**src/rtl/tmp_map.vh**
```
// Constants for the test-port memory programming block
`ifndef TMP_MAP_VH
`define TMP_MAP_VH
`define TMP_IR_W        4
`define TMP_IR_RESET    4'hc
`define TMP_IR_UNLOCK   4'h4
`define TMP_IR_CMD      4'h5
`define TMP_IR_PLOAD    4'h6
`define TMP_IR_PREAD    4'h7
`define TMP_IR_BYPASS   4'hf
`define TMP_IR_CAPTURE  4'h1
`define TMP_UNLOCK_W    16
`define TMP_SIGNATURE   16'ha370
`define TMP_CMD_W       15
`define TMP_BYTE_W      8
`define TMP_ADDR_W      16
`define TMP_ADDR_ONE    16'h0001
`define TMP_CMD_ADDR_HI 7'h07
`define TMP_CMD_ADDR_LO 7'h03
`define TMP_FIFO_DEPTH  8
`define TMP_FIFO_AW     3
`define TMP_DIS_CLR_CYC 2'h2
`define TMP_PLOAD_MAX_TCK 11
`define TMP_RST_TOUT_CYC 8'h40
`endif

```
**src/rtl/tmp_fifo.v**
```verilog
// Small valid/ready FIFO for page-load words
`timescale 1ns/1ps
module tmp_fifo #(
   parameter WIDTH = 24,
   parameter DEPTH = 8,
   parameter AW    = 3
) (
   input  wire             clk,
   input  wire             reset_n,
   input  wire [WIDTH-1:0] in_data,
   input  wire             in_valid,
   output wire             in_ready,
   output reg  [WIDTH-1:0] out_data,
   output reg              out_valid,
   input  wire             out_ready
);
   reg [WIDTH-1:0] mem [0:DEPTH-1];
   reg [AW:0]      wr_q;
   reg [AW:0]      rd_q;
   wire            empty;
   wire            full;
   wire            pop;
   wire            push;
   assign empty    = (wr_q == rd_q);
   assign full     = (wr_q[AW] != rd_q[AW]) && (wr_q[AW-1:0] == rd_q[AW-1:0]);
   assign in_ready = ~full;
   assign push     = in_valid & ~full;
   assign pop      = ~empty & (~out_valid | out_ready);
   always @(posedge clk)
   begin
      if (push)
      begin
         mem[wr_q[AW-1:0]] <= in_data;
      end
   end
   always @(posedge clk)
   begin
      if (!reset_n)
      begin
         wr_q      <= {(AW+1){1'b0}};
         rd_q      <= {(AW+1){1'b0}};
         out_valid <= 1'b0;
         out_data  <= {WIDTH{1'b0}};
      end
      else
      begin
         if (push)
         begin
            wr_q <= wr_q + 1'b1;
         end
         if (pop)
         begin
            rd_q      <= rd_q + 1'b1;
            out_data  <= mem[rd_q[AW-1:0]];
            out_valid <= 1'b1;
         end
         else if (out_ready)
         begin
            out_valid <= 1'b0;
         end
      end
   end
endmodule // tmp_fifo

```
**src/rtl/tmp_prog.v**
```verilog
// Test-port memory programming block: TAP, data registers, page load/read
`timescale 1ns/1ps
`include "tmp_map.vh"
module tmp_prog (
   input  wire        CLK,
   input  wire        RESET_N,
   input  wire        TCK,
   input  wire        TMS,
   input  wire        TDI,
   output reg         TDO,
   output reg         TDO_OE_N,
   input  wire        TAP_PORT_ENABLE_FUSE,
   input  wire        TAP_DISABLE_SET,
   input  wire        EXT_RESET_N,
   output reg         TAP_DISABLE_BIT,
   output reg         CORE_RESET,
   output reg         PROG_MODE,
   output reg  [14:0] CMD_OUT,
   output reg         CMD_STROBE,
   output reg         CMD_EXEC,
   input  wire [14:0] CMD_RESULT,
   output reg  [15:0] MEM_ADDR,
   output reg  [7:0]  PBUF_DATA,
   output reg         PBUF_HIGH,
   output reg         PBUF_WE,
   input  wire [15:0] MEM_RDATA
);
   localparam S_TLR = 16'h0001;
   localparam S_RTI = 16'h0002;
   localparam S_CDR = 16'h0008;
   localparam S_SHD = 16'h0010;
   localparam S_UDR = 16'h0100;
   localparam S_CIR = 16'h0400;
   localparam S_SHI = 16'h0800;
   localparam S_UIR = 16'h8000;

   reg  [2:0]  tck_s_q;
   reg  [1:0]  tms_s_q;
   reg  [1:0]  tdi_s_q;
   reg  [1:0]  ext_s_q;
   wire        tck_rise;
   wire        tck_fall;
   wire [15:0] tap_state;
   reg  [`TMP_IR_W-1:0]     ir_sh_q;
   reg  [`TMP_IR_W-1:0]     ir_q;
   reg                      rst_chain_q;
   reg  [`TMP_UNLOCK_W-1:0] unlock_q;
   reg  [`TMP_CMD_W-1:0]    cmd_sh_q;
   reg                      bypass_q;
   reg                      ld_high_q;
   reg                      ld_first_q;
   reg                      rd_high_q;
   reg                      rd_inc_q;
   reg  [1:0]               dis_cnt_q;
   reg  [7:0]               rto_cnt_q;
   reg                      exec_pend_q;
   reg  [`TMP_ADDR_W-1:0]   addr_q;
   wire                     port_on;
   wire                     in_tlr;
   wire                     sel_rst;
   wire                     sel_unl;
   wire                     sel_cmd;
   wire                     sel_pld;
   wire                     sel_prd;
   wire                     dr_out;
   wire [24:0]              fifo_in;
   wire                     fifo_in_ready;
   wire [24:0]              fifo_out;
   wire                     fifo_out_valid;
   wire                     fifo_push;
   wire [`TMP_ADDR_W-1:0]   ld_addr;
   reg                      pbuf_busy_q;

   // Pin inputs synchronised before use
   always @(posedge CLK)
   begin
      if (!RESET_N)
      begin
         tck_s_q <= 3'h0;
         tms_s_q <= 2'h0;
         tdi_s_q <= 2'h0;
         ext_s_q <= 2'h3;
      end
      else
      begin
         tck_s_q <= {tck_s_q[1:0], TCK};
         tms_s_q <= {tms_s_q[0], TMS};
         tdi_s_q <= {tdi_s_q[0], TDI};
         ext_s_q <= {ext_s_q[0], EXT_RESET_N};
      end
   end
   assign port_on  = TAP_PORT_ENABLE_FUSE & ~TAP_DISABLE_BIT;
   assign tck_rise = port_on & tck_s_q[1] & ~tck_s_q[2];
   assign tck_fall = port_on & ~tck_s_q[1] & tck_s_q[2];

   tmp_tap_fsm u_fsm (
      .clk      (CLK),
      .reset_n  (RESET_N),
      .tck_rise (tck_rise),
      .tms      (tms_s_q[1]),
      .state_q  (tap_state)
   );

   assign in_tlr  = (tap_state == S_TLR);
   assign sel_rst = (ir_q == `TMP_IR_RESET);
   assign sel_unl = (ir_q == `TMP_IR_UNLOCK);
   assign sel_cmd = (ir_q == `TMP_IR_CMD);
   assign sel_pld = (ir_q == `TMP_IR_PLOAD);
   assign sel_prd = (ir_q == `TMP_IR_PREAD);
   // data byte shares the command register low bits
   assign dr_out  = sel_rst ? rst_chain_q :
                    sel_unl ? unlock_q[0] :
                    (sel_cmd | sel_pld | sel_prd) ? cmd_sh_q[0] : bypass_q;

   // disable bit cleared two clocks into external reset
   always @(posedge CLK)
   begin
      if (!RESET_N)
      begin
         TAP_DISABLE_BIT <= 1'b0;
         dis_cnt_q       <= 2'h0;
      end
      else if (TAP_DISABLE_SET)
      begin
         TAP_DISABLE_BIT <= 1'b1;
         dis_cnt_q       <= 2'h0;
      end
      else if (TAP_DISABLE_BIT && !ext_s_q[1])
      begin
         if (dis_cnt_q == `TMP_DIS_CLR_CYC - 2'h1)
         begin
            TAP_DISABLE_BIT <= 1'b0;
         end
         dis_cnt_q <= dis_cnt_q + 2'h1;
      end
      else
      begin
         dis_cnt_q <= 2'h0;
      end
   end

   // instruction register shift and update, LSB first
   always @(posedge CLK)
   begin
      if (!RESET_N)
      begin
         ir_sh_q <= `TMP_IR_BYPASS;
         ir_q    <= `TMP_IR_BYPASS;
      end
      else if (tck_rise)
      begin
         if (in_tlr)
         begin
            ir_q <= `TMP_IR_BYPASS;
         end
         else if (tap_state == S_CIR)
         begin
            ir_sh_q <= `TMP_IR_CAPTURE;
         end
         else if (tap_state == S_SHI)
         begin
            ir_sh_q <= {tdi_s_q[1], ir_sh_q[`TMP_IR_W-1:1]};
         end
         else if (tap_state == S_UIR)
         begin
            ir_q <= ir_sh_q;
         end
      end
   end

   // Data registers
   always @(posedge CLK)
   begin
      if (!RESET_N)
      begin
         rst_chain_q <= 1'b0;
         unlock_q    <= {`TMP_UNLOCK_W{1'b0}};
         cmd_sh_q    <= {`TMP_CMD_W{1'b0}};
         bypass_q    <= 1'b0;
         PROG_MODE   <= 1'b0;
      end
      else if (tck_rise)
      begin
         if (tap_state == S_CDR)
         begin
            bypass_q <= 1'b0;
            if (sel_cmd)
            begin
               cmd_sh_q <= CMD_RESULT;
            end
            else if (sel_prd)
            begin
               cmd_sh_q[7:0] <= rd_high_q ? MEM_RDATA[15:8] : MEM_RDATA[7:0];
            end
         end
         else if (tap_state == S_SHD)
         begin
            if (sel_rst)
            begin
               rst_chain_q <= tdi_s_q[1];
            end
            else if (sel_unl)
            begin
               unlock_q <= {tdi_s_q[1], unlock_q[`TMP_UNLOCK_W-1:1]};
            end
            // shift new command in, result out
            else if (sel_cmd)
            begin
               cmd_sh_q <= {tdi_s_q[1], cmd_sh_q[`TMP_CMD_W-1:1]};
            end
            else if (sel_pld | sel_prd)
            begin
               cmd_sh_q[7:0] <= {tdi_s_q[1], cmd_sh_q[7:1]};
            end
            else
            begin
               bypass_q <= tdi_s_q[1];
            end
         end
         else if (tap_state == S_UDR && sel_unl)
         begin
            PROG_MODE <= (unlock_q == `TMP_SIGNATURE);
         end
      end
   end

   always @(posedge CLK)
   begin
      if (!RESET_N)
      begin
         rto_cnt_q  <= 8'h0;
         CORE_RESET <= 1'b0;
      end
      else if (rst_chain_q)
      begin
         rto_cnt_q  <= `TMP_RST_TOUT_CYC;
         CORE_RESET <= 1'b1;
      end
      else if (rto_cnt_q != 8'h0)
      begin
         rto_cnt_q  <= rto_cnt_q - 8'h1;
         CORE_RESET <= 1'b1;
      end
      else
      begin
         CORE_RESET <= 1'b0;
      end
   end

   // Page load words queued toward page buffer
   assign fifo_push = tck_rise & (tap_state == S_UDR) & sel_pld & PROG_MODE;
   // later low bytes go to next word
   assign ld_addr   = (!ld_high_q && !ld_first_q) ? addr_q + `TMP_ADDR_ONE : addr_q;
   assign fifo_in   = {ld_high_q, ld_addr, cmd_sh_q[7:0]};

   // Command path, address counter and page sequencing
   always @(posedge CLK)
   begin
      if (!RESET_N)
      begin
         CMD_OUT     <= {`TMP_CMD_W{1'b0}};
         CMD_STROBE  <= 1'b0;
         CMD_EXEC    <= 1'b0;
         exec_pend_q <= 1'b0;
         addr_q      <= {`TMP_ADDR_W{1'b0}};
         ld_high_q   <= 1'b0;
         ld_first_q  <= 1'b1;
         rd_high_q   <= 1'b0;
         rd_inc_q    <= 1'b0;
      end
      else
      begin
         CMD_STROBE <= 1'b0;
         CMD_EXEC   <= 1'b0;
         if (tck_rise && tap_state == S_UIR)
         begin
            ld_high_q  <= 1'b0;
            ld_first_q <= 1'b1;
            rd_high_q  <= 1'b0;
         end
         if (tck_rise && tap_state == S_UDR && sel_cmd && PROG_MODE)
         begin
            CMD_OUT     <= cmd_sh_q;
            CMD_STROBE  <= 1'b1;
            exec_pend_q <= 1'b1;
            if (cmd_sh_q[14:8] == `TMP_CMD_ADDR_HI)
            begin
               addr_q[15:8] <= cmd_sh_q[7:0];
            end
            else if (cmd_sh_q[14:8] == `TMP_CMD_ADDR_LO)
            begin
               addr_q[7:0] <= cmd_sh_q[7:0];
            end
         end
         // idle state makes the execute clock
         if (tck_rise && tap_state == S_RTI && exec_pend_q)
         begin
            CMD_EXEC    <= 1'b1;
            exec_pend_q <= 1'b0;
         end
         // pre-increment before low bytes after the first
         if (fifo_push && fifo_in_ready)
         begin
            ld_high_q  <= ~ld_high_q;
            ld_first_q <= 1'b0;
            if (!ld_high_q && !ld_first_q)
            begin
               addr_q <= addr_q + `TMP_ADDR_ONE;
            end
         end
         if (tck_rise && tap_state == S_CDR && sel_prd && PROG_MODE)
         begin
            rd_high_q <= ~rd_high_q;
            rd_inc_q  <= rd_high_q;
         end
         else if (rd_inc_q)
         begin
            rd_inc_q <= 1'b0;
            addr_q   <= addr_q + `TMP_ADDR_ONE;
         end
      end
   end

   // page buffer written from FIFO within a few clocks
   tmp_fifo #(
      .WIDTH (25),
      .DEPTH (`TMP_FIFO_DEPTH),
      .AW    (`TMP_FIFO_AW)
   ) u_fifo (
      .clk       (CLK),
      .reset_n   (RESET_N),
      .in_data   (fifo_in),
      .in_valid  (fifo_push),
      .in_ready  (fifo_in_ready),
      .out_data  (fifo_out),
      .out_valid (fifo_out_valid),
      .out_ready (~pbuf_busy_q)
   );

   // Page buffer write port, one write per two clocks
   always @(posedge CLK)
   begin
      if (!RESET_N)
      begin
         PBUF_WE     <= 1'b0;
         PBUF_DATA   <= 8'h0;
         PBUF_HIGH   <= 1'b0;
         pbuf_busy_q <= 1'b0;
      end
      else
      begin
         PBUF_WE     <= fifo_out_valid & ~pbuf_busy_q;
         pbuf_busy_q <= fifo_out_valid & ~pbuf_busy_q;
         if (fifo_out_valid && !pbuf_busy_q)
         begin
            PBUF_DATA <= fifo_out[7:0];
            PBUF_HIGH <= fifo_out[24];
         end
      end
   end

   // Address output every clock, data out on falling test clock
   always @(posedge CLK)
   begin
      if (!RESET_N)
      begin
         MEM_ADDR <= {`TMP_ADDR_W{1'b0}};
         TDO      <= 1'b0;
         TDO_OE_N <= 1'b1;
      end
      else
      begin
         MEM_ADDR <= (fifo_out_valid && !pbuf_busy_q) ? fifo_out[23:8] : addr_q;
         if (tck_fall)
         begin
            TDO      <= (tap_state == S_SHI) ? ir_sh_q[0] : dr_out;
            TDO_OE_N <= ~((tap_state == S_SHI) | (tap_state == S_SHD));
         end
      end
   end
endmodule // tmp_prog

```
**src/rtl/tmp_tap_fsm.v**
```verilog
// Boundary-scan TAP state machine, one-hot, stepped on rising test clock edges
`timescale 1ns/1ps
module tmp_tap_fsm (
   input  wire        clk,
   input  wire        reset_n,
   input  wire        tck_rise,
   input  wire        tms,
   output reg  [15:0] state_q
);
   localparam S_TLR = 16'h0001;
   localparam S_RTI = 16'h0002;
   localparam S_SDR = 16'h0004;
   localparam S_CDR = 16'h0008;
   localparam S_SHD = 16'h0010;
   localparam S_E1D = 16'h0020;
   localparam S_PDR = 16'h0040;
   localparam S_E2D = 16'h0080;
   localparam S_UDR = 16'h0100;
   localparam S_SIR = 16'h0200;
   localparam S_CIR = 16'h0400;
   localparam S_SHI = 16'h0800;
   localparam S_E1I = 16'h1000;
   localparam S_PIR = 16'h2000;
   localparam S_E2I = 16'h4000;
   localparam S_UIR = 16'h8000;
   reg [15:0] state_d;
   always @*
   begin
      case (state_q)
         S_TLR: state_d = tms ? S_TLR : S_RTI;
         S_RTI: state_d = tms ? S_SDR : S_RTI;
         S_SDR: state_d = tms ? S_SIR : S_CDR;
         S_CDR: state_d = tms ? S_E1D : S_SHD;
         S_SHD: state_d = tms ? S_E1D : S_SHD;
         S_E1D: state_d = tms ? S_UDR : S_PDR;
         S_PDR: state_d = tms ? S_E2D : S_PDR;
         S_E2D: state_d = tms ? S_UDR : S_SHD;
         S_UDR: state_d = tms ? S_SDR : S_RTI;
         S_SIR: state_d = tms ? S_TLR : S_CIR;
         S_CIR: state_d = tms ? S_E1I : S_SHI;
         S_SHI: state_d = tms ? S_E1I : S_SHI;
         S_E1I: state_d = tms ? S_UIR : S_PIR;
         S_PIR: state_d = tms ? S_E2I : S_PIR;
         S_E2I: state_d = tms ? S_UIR : S_SHI;
         S_UIR: state_d = tms ? S_SDR : S_RTI;
         default: state_d = S_TLR;
      endcase
   end
   always @(posedge clk)
   begin
      if (!reset_n)
      begin
         state_q <= S_TLR;
      end
      else if (tck_rise)
      begin
         state_q <= state_d;
      end
   end
endmodule // tmp_tap_fsm
```
**config.mk**
```make
export PLATFORM = sky130hd
export DESIGN_NAME = tmp_prog
export DESIGN_NICKNAME = d
export VERILOG_FILES = /design/src/rtl/tmp_fifo.v /design/src/rtl/tmp_prog.v /design/src/rtl/tmp_tap_fsm.v
export VERILOG_INCLUDE_DIRS = /design/src /design/src/rtl
export SDC_FILE = /design/constraint.sdc
export NUM_CORES = 1
export LEC_CHECK = 0
export BUFFER_PORTS_ARGS = -buffer_cell sky130_fd_sc_hd__buf_2
export CORE_ASPECT_RATIO = 1.75
export CORE_UTILIZATION = 40
export DETAILED_ROUTE_END_ITERATION = 8
export PLACE_DENSITY = 0.68
export SYNTH_ARGS = -nofsm -noshare
export SYNTH_HDL_FRONTEND = slang
export SYNTH_SLANG_ARGS = --single-unit
export TNS_END_PERCENT = 50
```
**constraint.sdc**
```tcl
create_clock -name CLK -period 5.1 [get_ports CLK]
set_input_delay 0.765 -clock CLK [delete_from_list [all_inputs] [get_ports CLK]]
set_output_delay 0.765 -clock CLK [all_outputs]
set_load 0.02 [all_outputs]
```
==> results of run 1 <==
cell usage in the layout (no fill, tap or decap), types with 21 or more instances in the layout:
master     synthesis  layout
nand3_1           60      60
a211oi_1          35      35
mux2i_1           44      44
dfxtp_1          179     176
nand2_1          164     164
buf_2             15      86
edfxtp_1         200     200
a21oi_1           78      77
o21ai_0           21      21
xor2_1            24      24
mux4_2            50      50
nor2_1           105     100
clkbuf_16          0      37
cell type report:
cell class	count	area, sq um	area share
clock inverters	14	102.6	0.005838
clock buffers	48	987.2	0.05617
well taps	485	606.8	0.03453
multi-input cells	800	5667	0.3224
repair buffers	106	580.6	0.03303
inverters	9	36.28	0.002064
flip-flops and latches	379	9595	0.5460
metrics by stage:
step / worst slack (ns) / hold WS (ns) / area, sq um
2_1_floorplan: 1.282 / 0.3863 / 15660
3_3_place_gp: 1.590 / 0.3969 / 16490
3_5_place_dp: 1.540 / 0.4018 / 16490
4_1_cts: 1.761 / 0.4022 / 17580
5_1_grt: 1.554 / 0.4153 / 17580
6_report: 1.767 / 0.4160 / 17580
power breakdown:
part	leakage, nW	internal (mW)	switching (mW)
Combinational	2.04	0.220	0.314
Sequential	3.76	3.28	0.0624
Clock	0.535	1.41	1.10
Total	6.33	4.91	1.48
Yosys cell counts (3+ instances only):
cell type and instances:
a211oi_1 35, a21oi_1 78, a221o_1 3, a22oi_1 8
a31oi_1 5, a41oi_2 12, and2_1 9, and3_1 9
and4_1 5, buf_1 8, buf_2 15, buf_6 7
clkbuf_1 60, dfxtp_1 179, edfxtp_1 200, ha_1 5
inv_1 8, mux2i_1 44, mux4_2 50, nand2_1 164
nand2b_1 12, nand3_1 60, nand3b_1 3, nand4_1 14
nand4b_1 3, nor2_1 105, nor2b_1 9, nor3_1 19
nor4_1 8, nor4b_1 3, nor4bb_1 4, o211a_1 7
o211ai_1 9, o21ai_0 21, o22ai_1 4, or2_2 4
or3_1 15, or4_1 5, or4b_2 3, xnor2_1 14
xor2_1 24
how the worst min path moves through the flow:
stage                      from          to  depth (start not counted)
global placement     ext_s_q[0]  ext_s_q[1]                          1
floorplan            ext_s_q[0]  ext_s_q[1]                          1
CTS                 EXT_RESET_N  ext_s_q[0]                          2
global route        EXT_RESET_N  ext_s_q[0]                          2
detailed placement   ext_s_q[0]  ext_s_q[1]                          1
finish               ext_s_q[0]  ext_s_q[1]                          1
cell families after synthesis:
| group | Yosys count |
|---|---|
| AND/OR/NAND/NOR | 467 |
| flip-flops | 379 |
| AO/OA/AOI/OAI | 196 |
| buffers and inverters | 99 |
| multiplexers | 94 |
| XOR/XNOR | 38 |
| adder cells (fa/ha/maj) | 5 |
registers in the layout (all words and copies together), names as in the netlist, 3 cells and up:
name,count
MEM_ADDR,16
PBUF_DATA,8
u_fifo.wr_q,4
rto_cnt_q,8
ir_sh_q,4
u_fifo.out_data,25
CMD_OUT,15
unlock_q,16
cmd_sh_q,15
ir_q,4
addr_q,16
tck_s_q,3
u_fifo.mem,200
u_fsm.state_q,16
u_fifo.rd_q,4
routing by layer:
layer / vias up / track usage / part of all wire
met5: - / 0 / 0
met4: 0 / 0.07038 / 0.033
met3: 70 / 0.02401 / 0.041
met2: 286 / 0.3504 / 0.55
met1: 5029 / 0.2101 / 0.38
li1: 4824 / - / -
==> metrics, run 1 <==
Fin. Hold Viols=0; Slowest-stage cell, CP=nor3_1; FF-to-FF Start=u_fsm.state_q[4]; Final Net Count=1374; RSZ-0062 raised after global routing=false; Worst R2R Path Depth=6; postcts setup bufs=0; vias in the first global route=10290; post-route minimum period=3.333 ns; first-pass GRT wire length=57180 um; Crit path largest cell delay=0.61 ns; Resize count post-CTS=0; ANT cells=0; post-synthesis compound-gate area fraction=0.08855; clock slew seen by the registers of the worst setup and hold paths=0.07 ns; mux cell area share after synthesis=0.1001; status=complete, no violations; Synth Area in Adders=0.003996; Pre-antenna DRT Iters=5; CTS tree=yes; worst-margin pin slew=1.139 ns; Fin Clk Skew=0.01344 ns; delay-heaviest family, CP=simple AND/OR/NAND/NOR gates; Synthesis Warnings=0; instance count on the critical path=6; Async SR Flop Fraction=0; initial antenna violation count=0; clk_lat worst skew=0.53 ns; Finished Core Util=0.4564; CP Max Fanout=16; Syn Inst Count=1278; die area=39970 sq um; Syn Area/Cell=12.25 sq um; CTS sink cnt=379; root buffer selected by CTS=clkbuf_16; Max Buffers Root-to-Sink=3; dpl hpwl=24430 um; RePlAce Congestion=0.8145; Crit. End Element=register; XOR/XNOR Fraction of Synth Area=0.02126; Synth area leader=edfxtp_1; Die W=151.6 um; largest family of logic cells by synthesized area=simple AND/OR/NAND/NOR gates; largest net degree at the start of global routing=71; worst-path cell chain=nor3_1 -> and3_1 -> and4_1 -> nand2b_1 -> nor2_2 -> buf_4; EDFF count, synth=200; GRT Total Usage=0.1870; sequential share of the synthesized area=0.6125; vias=10210; synth-to-layout area growth=12.26%; Yosys top cell area share=0.3836; Critical Path RT=5.30 ns; worst hold path type=reg -> reg; core box area=38510 sq um; final cell count without fillers=1841; flop and latch count out of synthesis=379; Worst Setup SP=u_fsm.state_q[4]; Placement Rows=95; Synth area leaders=edfxtp_1 (38%), dfxtp_1 (23%), mux4_2 (7.2%); Routed WL per cell=19.78 um; Die H=263.7 um; P_leak=6.334 nW; IO buf count=86; grt total ovfl=0; Inst Count DP=1779; Fill cells=3536; Syn Nets=1322; 1st-iter DRT viols=607; total power=6.394 mW; count of different cell masters after synthesis=66; post-DR vias/cell=5.545; simple-gate share of the synthesized area=0.1454; DRT Wirelength=36420 um; CTS H-tree lvls=2; R2R Path End=u_fifo.mem[1][1]; total of max-cap violations=0; WP buf/inv=1; share of layout cells above drive strength 1=0.1866; Ports=87; Final Slew Violations=0; CTS Buf Count=34; Initial Util=0.4065; critical path type=reg -> reg; Mapped Area=15660 sq um; top_reg_cell synth=edfxtp_1; Critical Path AT=3.54 ns; CTS Hold Bufs=0; fmax=300.0 MHz; worst reg2reg setup slack=1.77 ns; Final ANT Viol Nets=0; type of origin of the critical path=register; fin crit share=0.6536; Final setup viols=0; VDD IR max=0.2831 mV; pwr dens=363.8 nW/um^2; Rel. slew slack=0.2395; final setup TNS=0 ns; Setup crit end=u_fifo.mem[1][1]; residual DRC count=0
(Power assumes the default switching activity.)
==> inputs of run 2 (changes only) <==
- PLACE_DENSITY: 0.68 -> 0.7
- clock period: 5.1 -> 2.75 ns (I/O delays scaled with it)
==> run 2 against run 1 <==
Net effect: critical path depth up 1; sequential power up 85%; critical endpoint is now cmd_sh_q[3]; total power up 92%; clock power up 100%; worst setup slack worse by 1.5 ns; combinational power up 98%; worst hold slack worse by 0.34 ns; die area unchanged.
==> metrics, run 2 (synthesized netlist as in run 1, its figures left out) <==
status=complete, no violations; Final ANT Viol Nets=0 (unchanged); post-DR vias/cell=5.539 (-0.11%); min-delay src=EXT_RESET_N; Critical Path RT=3.17 ns (-2.13 ns); Final Slew Violations=0 (unchanged); commonest non-fill, non-tap cell in the layout=edfxtp_1; Critical Path AT=2.88 ns (-0.66 ns); post-route minimum period=2.460 ns (-0.8732 ns); final setup TNS=0 ns (unchanged); root buffer selected by CTS=clkbuf_16; Hold Path Stages=2 (+1); first-pass GRT wire length=56710 um (-0.82%); vias=10400 (+1.9%); clk_lat worst skew=0.53 ns (about the same); Crit. End Element=register; core box area=38510 sq um (unchanged); worst hold path type=in -> reg; Pre-antenna DRT Iters=5 (unchanged); Initial Util=0.4065 (unchanged); Ports=87 (unchanged); residual DRC count=0 (unchanged); synth-to-layout area growth=15.19%; pwr dens=680.8 nW/um^2 (+87%); R2R Path End=cmd_sh_q[3]; Fin. Hold Viols=0 (unchanged); GRT Total Usage=0.1842 (-0.002866); type of origin of the critical path=register; CTS Buf Count=35 (+2.9%); CTS sink cnt=379 (unchanged); Routed WL per cell=18.89 um (-4.5%); CTS Hold Bufs=0 (unchanged); hold endpoint=ext_s_q[0]; clock slew seen by the registers of the worst setup and hold paths=0.07 ns (about the same); die area=39970 sq um (unchanged); RePlAce Congestion=0.8321 (+2.2%); DRT Wirelength=35480 um (-2.6%); RSZ-0062 raised after global routing=false; vias in the first global route=10620 (+3.2%); Fin Clk Skew=0.01463 ns (+0.001193 ns); dpl hpwl=23270 um (-4.8%); share of layout cells above drive strength 1=0.2103 (+0.02376); Die W=151.6 um (unchanged); largest net degree at the start of global routing=59 (-17%); CTS H-tree lvls=2 (unchanged); total power=12.28 mW (+92%); FF-to-FF Start=u_fsm.state_q[10]; Worst R2R Path Depth=7 (+1); max FFs per register=200 (unchanged); Die H=263.7 um (unchanged); Final setup viols=0 (unchanged); CP Max Fanout=14 (-2); initial antenna violation count=0 (unchanged); postcts setup bufs=0 (unchanged); worst-margin pin slew=0.8154 ns (-0.3240 ns); grt total ovfl=0 (unchanged); Final Net Count=1411 (+2.7%); commonest cells after routing, fill and taps aside=edfxtp_1 (200), dfxtp_1 (176), nand2_1 (164), nor2_1 (100), buf_2 (86); ANT cells=0 (unchanged); P_leak=6.246 nW (-1.4%); fmax=406.5 MHz (+35%); VDD IR max=0.7748 mV (+170%); fin crit share=0.8946 (+0.2410); IO buf count=86 (unchanged); Max Buffers Root-to-Sink=3 (unchanged); 1st-iter DRT viols=567 (-6.6%); total of max-cap violations=0 (unchanged); Placement Rows=95 (unchanged); Rel. slew slack=0.4564 (+0.2168); worst reg2reg setup slack=0.29 ns (-1.48 ns); critical path type=reg -> reg; CTS tree=yes
-- run 2: cell types whose count changed in the layout (fill, tap and decap cells not counted), sizes merged --
cell,delta
buf,+36
bufinv,+3
clkinv,-2
clkbuf,+1
inv,-1
-- run 2: final cells by class --
class | instances | area (sq um)
multi-input cells | 800 | 5683
well taps | 485 | 606.8
repair buffers | 142 | 925.9
fillers | 3442 | 20480
clock buffers | 49 | 1001
flip-flops and latches | 379 | 9595
clock inverters | 14 | 186.4
inverters | 9 | 36.28
-- run 2: worst max-delay path, cell delays in order, from the launching register on --
cell,delay [ns]
dfxtp_1,0.38
nor4_4,0.33
buf_4,0.20
and4_1,0.23
nand3_1,0.21
a221oi_4,0.64
o211ai_1,0.18
o211a_1,0.17
-- run 2: worst max-delay path by stage --
stage | start | endpoint | slack [ns] | cells after the start
2_1_floorplan | u_fsm.state_q[0] | u_fifo.mem[1][0] | -0.36 | 7
3_3_place_gp | TAP_PORT_ENABLE_FUSE | addr_q[2] | 0.16 | 7
3_5_place_dp | TAP_PORT_ENABLE_FUSE | addr_q[15] | 0.21 | 7
4_1_cts | u_fsm.state_q[10] | addr_q[2] | 0.21 | 6
5_1_grt | u_fsm.state_q[2] | cmd_sh_q[4] | 0.05 | 7
6_report | u_fsm.state_q[10] | cmd_sh_q[3] | 0.29 | 7
-- run 2: metrics by stage --
stage	worst slack [ns]	utilization	instances	hold slack, ns	area, sq um
floorplan	-0.3598	-	1278	0.3863	15670
global placement	0.1616	0.4374	1815	0.3980	16840
detailed placement	0.2120	0.4374	1815	0.4018	16840
CTS	0.2116	0.4682	1878	0.05872	18030
global route	0.04738	0.4683	1878	0.06330	18030
finish	0.2898	0.4683	1878	0.07529	18030
-- run 2: timing repair --
| item | CTS | global route |
|---|---|---|
| setup endpoints to repair | 0 | 4 |
| hold endpoints to repair | 0 | 0 |
| gates resized for setup | 0 | 1 |
-- run 2: where the power goes --
part           internal, mW  total (mW)  leakage, nW  switching, mW
Combinational         0.452        1.06         2.22          0.607
Clock                  2.94        5.03        0.577           2.09
Sequential             6.08        6.19         3.45          0.110
Total                  9.47        12.3         6.25           2.81
-- run 2: per-layer routing --
layer	GRT usage	vias up	routed length, um
met2	0.3327	290	18810
met1	0.2085	5117	13660
li1	-	4917	-
met5	0	-	0
met4	0.08777	0	1446
met3	0.02642	79	1561
==> inputs of run 3 (changes only) <==
- CORE_UTILIZATION: 40 -> 25
- PLACE_DENSITY: 0.7 -> 0.53
==> run 3 against run 2 <==
Net effect: core utilization is 17 points lower; combinational power hardly changed; global-route usage is 5.5 points lower; largest cell class unchanged; highest routed layer unchanged.
==> metrics, run 3 (synthesized netlist as in run 1, its figures left out) <==
status=complete, no violations; Critical Path AT=3.04 ns (+0.16 ns); Die W=191.2 um (+26%); Rel. slew slack=0.4430 (-0.01336); fin crit share=0.9473 (+0.05267); Routed WL per cell=18.29 um (-3.2%); GRT Total Usage=0.1291 (-0.05500); Final setup viols=0 (unchanged); Flop pwr share=0.489 (-0.015); type of origin of the critical path=register; CTS tree=yes; clk_lat worst skew=0.55 ns (+0.02 ns); final worst setup slack=0.1449 ns (-0.1448 ns); CP Max Fanout=16 (+2); Initial Util=0.2522 (-0.1543); VDD IR max=0.3694 mV (-52%); Pint=9.760 mW (+3.0%); DRT Wirelength=40500 um (+14%); root buffer selected by CTS=clkbuf_16; Finished Core Util=0.3010 (-0.1673); post-route minimum period=2.605 ns (+0.1448 ns); commonest non-fill, non-tap cell in the layout=edfxtp_1; pwr dens=677.9 nW/um^2 (-0.43%); CTS Buf Count=38 (+8.6%); power share of the combinational group=0.084 (-0.002); fmax=383.9 MHz (-5.6%); vias in the first global route=10620 (-0.0094%); critical path type=reg -> reg; RePlAce Congestion=0.7984 (-4.0%); commonest cells after routing, fill and taps aside=edfxtp_1 (200), dfxtp_1 (176), nand2_1 (164), nor2_1 (100), buf_2 (86); total of max-cap violations=0 (unchanged); Ports=87 (unchanged); grt total ovfl=0 (unchanged); vias=10350 (-0.47%); clock slew seen by the registers of the worst setup and hold paths=0.06 ns (about the same); synth-to-layout area growth=19.33%; Pre-antenna DRT Iters=5 (unchanged); die area=63670 sq um (+59%); worst-margin pin slew=0.8354 ns (+0.02003 ns); Final ANT Viol Nets=0 (unchanged); residual DRC count=0 (unchanged); Critical Path RT=3.18 ns (about the same); Final Slew Violations=0 (unchanged); first-pass GRT wire length=62510 um (+10%); dpl hpwl=28030 um (+20%); largest net degree at the start of global routing=62 (+5.1%); max FFs per register=200 (unchanged); worst hold path type=in -> reg; Fin. Hold Viols=0 (unchanged); clock share of power=0.427 (+0.017); CTS sink cnt=379 (unchanged); Cell Area, Placed=17390 sq um (+3.2%); P_leak=6.452 nW (+3.3%); IO buf count=86 (unchanged); 1st-iter DRT viols=787 (+39%); Fin Clk Skew=0.02229 ns (+0.007653 ns); ANT cells=0 (unchanged); Max Buffers Root-to-Sink=3 (unchanged); Die H=333.1 um (+26%); P_sw=2.905 mW (+3.6%); Crit. End Element=register; RSZ-0062 raised after global routing=false; CTS Hold Bufs=0 (unchanged); Final Net Count=1429 (+1.3%); core box area=62070 sq um (+61%); post-DR vias/cell=4.677 (-16%); pre-CTS WS=0.1278 ns (-0.08427 ns); share of layout cells above drive strength 1=0.2191 (+0.008744); final cell count without fillers=2214 (+18%); post-route cell area=18680 sq um (+3.6%); Inst Count DP=2144 (+18%); initial antenna violation count=0 (unchanged); CTS H-tree lvls=2 (unchanged); Sw Share=0.2294 (+0.0009298); Placement Rows=121 (+27%)
==> run 3: path summary, 6_finish.rpt <==
| kind | cells after the start | from | slack, ns | end |
|---|---|---|---|---|
| max reg2reg | 8 | u_fsm.state_q[10] | 0.14 | cmd_sh_q[0] |
| min | 2 | EXT_RESET_N | 0.06 | ext_s_q[0] |
| min reg2reg | 1 | dis_cnt_q[0] | 0.42 | dis_cnt_q[0] |
| max | 8 | u_fsm.state_q[10] | 0.14 | cmd_sh_q[0] |
==> run 3: metal layers <==
| layer | GRT usage | routed length, um | vias to the layer above |
|---|---|---|---|
| met3 | 0.01757 | 1360 | 58 |
| met2 | 0.2490 | 22560 | 225 |
| met4 | 0.04475 | 1116 | 0 |
| met1 | 0.1406 | 15460 | 5121 |
| met5 | 0 | 0 | - |
| li1 | - | - | 4950 |
==> run 3: worst max-delay path, cell delays in order (launching register included) <==
cell      delay (ns)
dfxtp_1         0.38
nor4_4          0.32
buf_4           0.20
nand4_2         0.21
or2_2           0.54
a221oi_4        0.33
buf_4           0.25
o211ai_1        0.12
o211a_1         0.14
==> run 3: power by group through the flow <==
stage / logic (mW) / clock network (mW) / registers (mW)
after global placement: 1.08 / 0 / 6.31
final: 1.07 / 5.41 / 6.19
after floorplan: 0.793 / 0 / 6.30
after global routing: 1.21 / 5.75 / 6.21
after detailed placement: 1.09 / 0 / 6.31
after CTS: 1.10 / 5.57 / 6.19
==> run 3: timing repair <==
item	in CTS	in global routing
buffers inserted	0	0
resized for setup	0	1
endpoints found under the setup margin	0	10
==> run 3: metrics by stage <==
stage,TNS (ns),total power [mW],hold slack (ns)
floorplan,-56.39,7.089,0.3863
global placement,0,7.384,0.4031
detailed placement,0,7.409,0.4186
CTS,0,12.86,0.04331
global route,0,13.17,0.06917
finish,0,12.67,0.06388
==> run 3: layout make-up <==
type	instances	area, sq um
Fill cell	6348	43390
Sequential cell	379	9595
Multi-Input combinational cell	800	5698
Timing Repair Buffer	157	1064
Clock buffer	52	1035
Tap cell	799	999.7
Clock inverter	18	255.2
Inverter	9	36.28
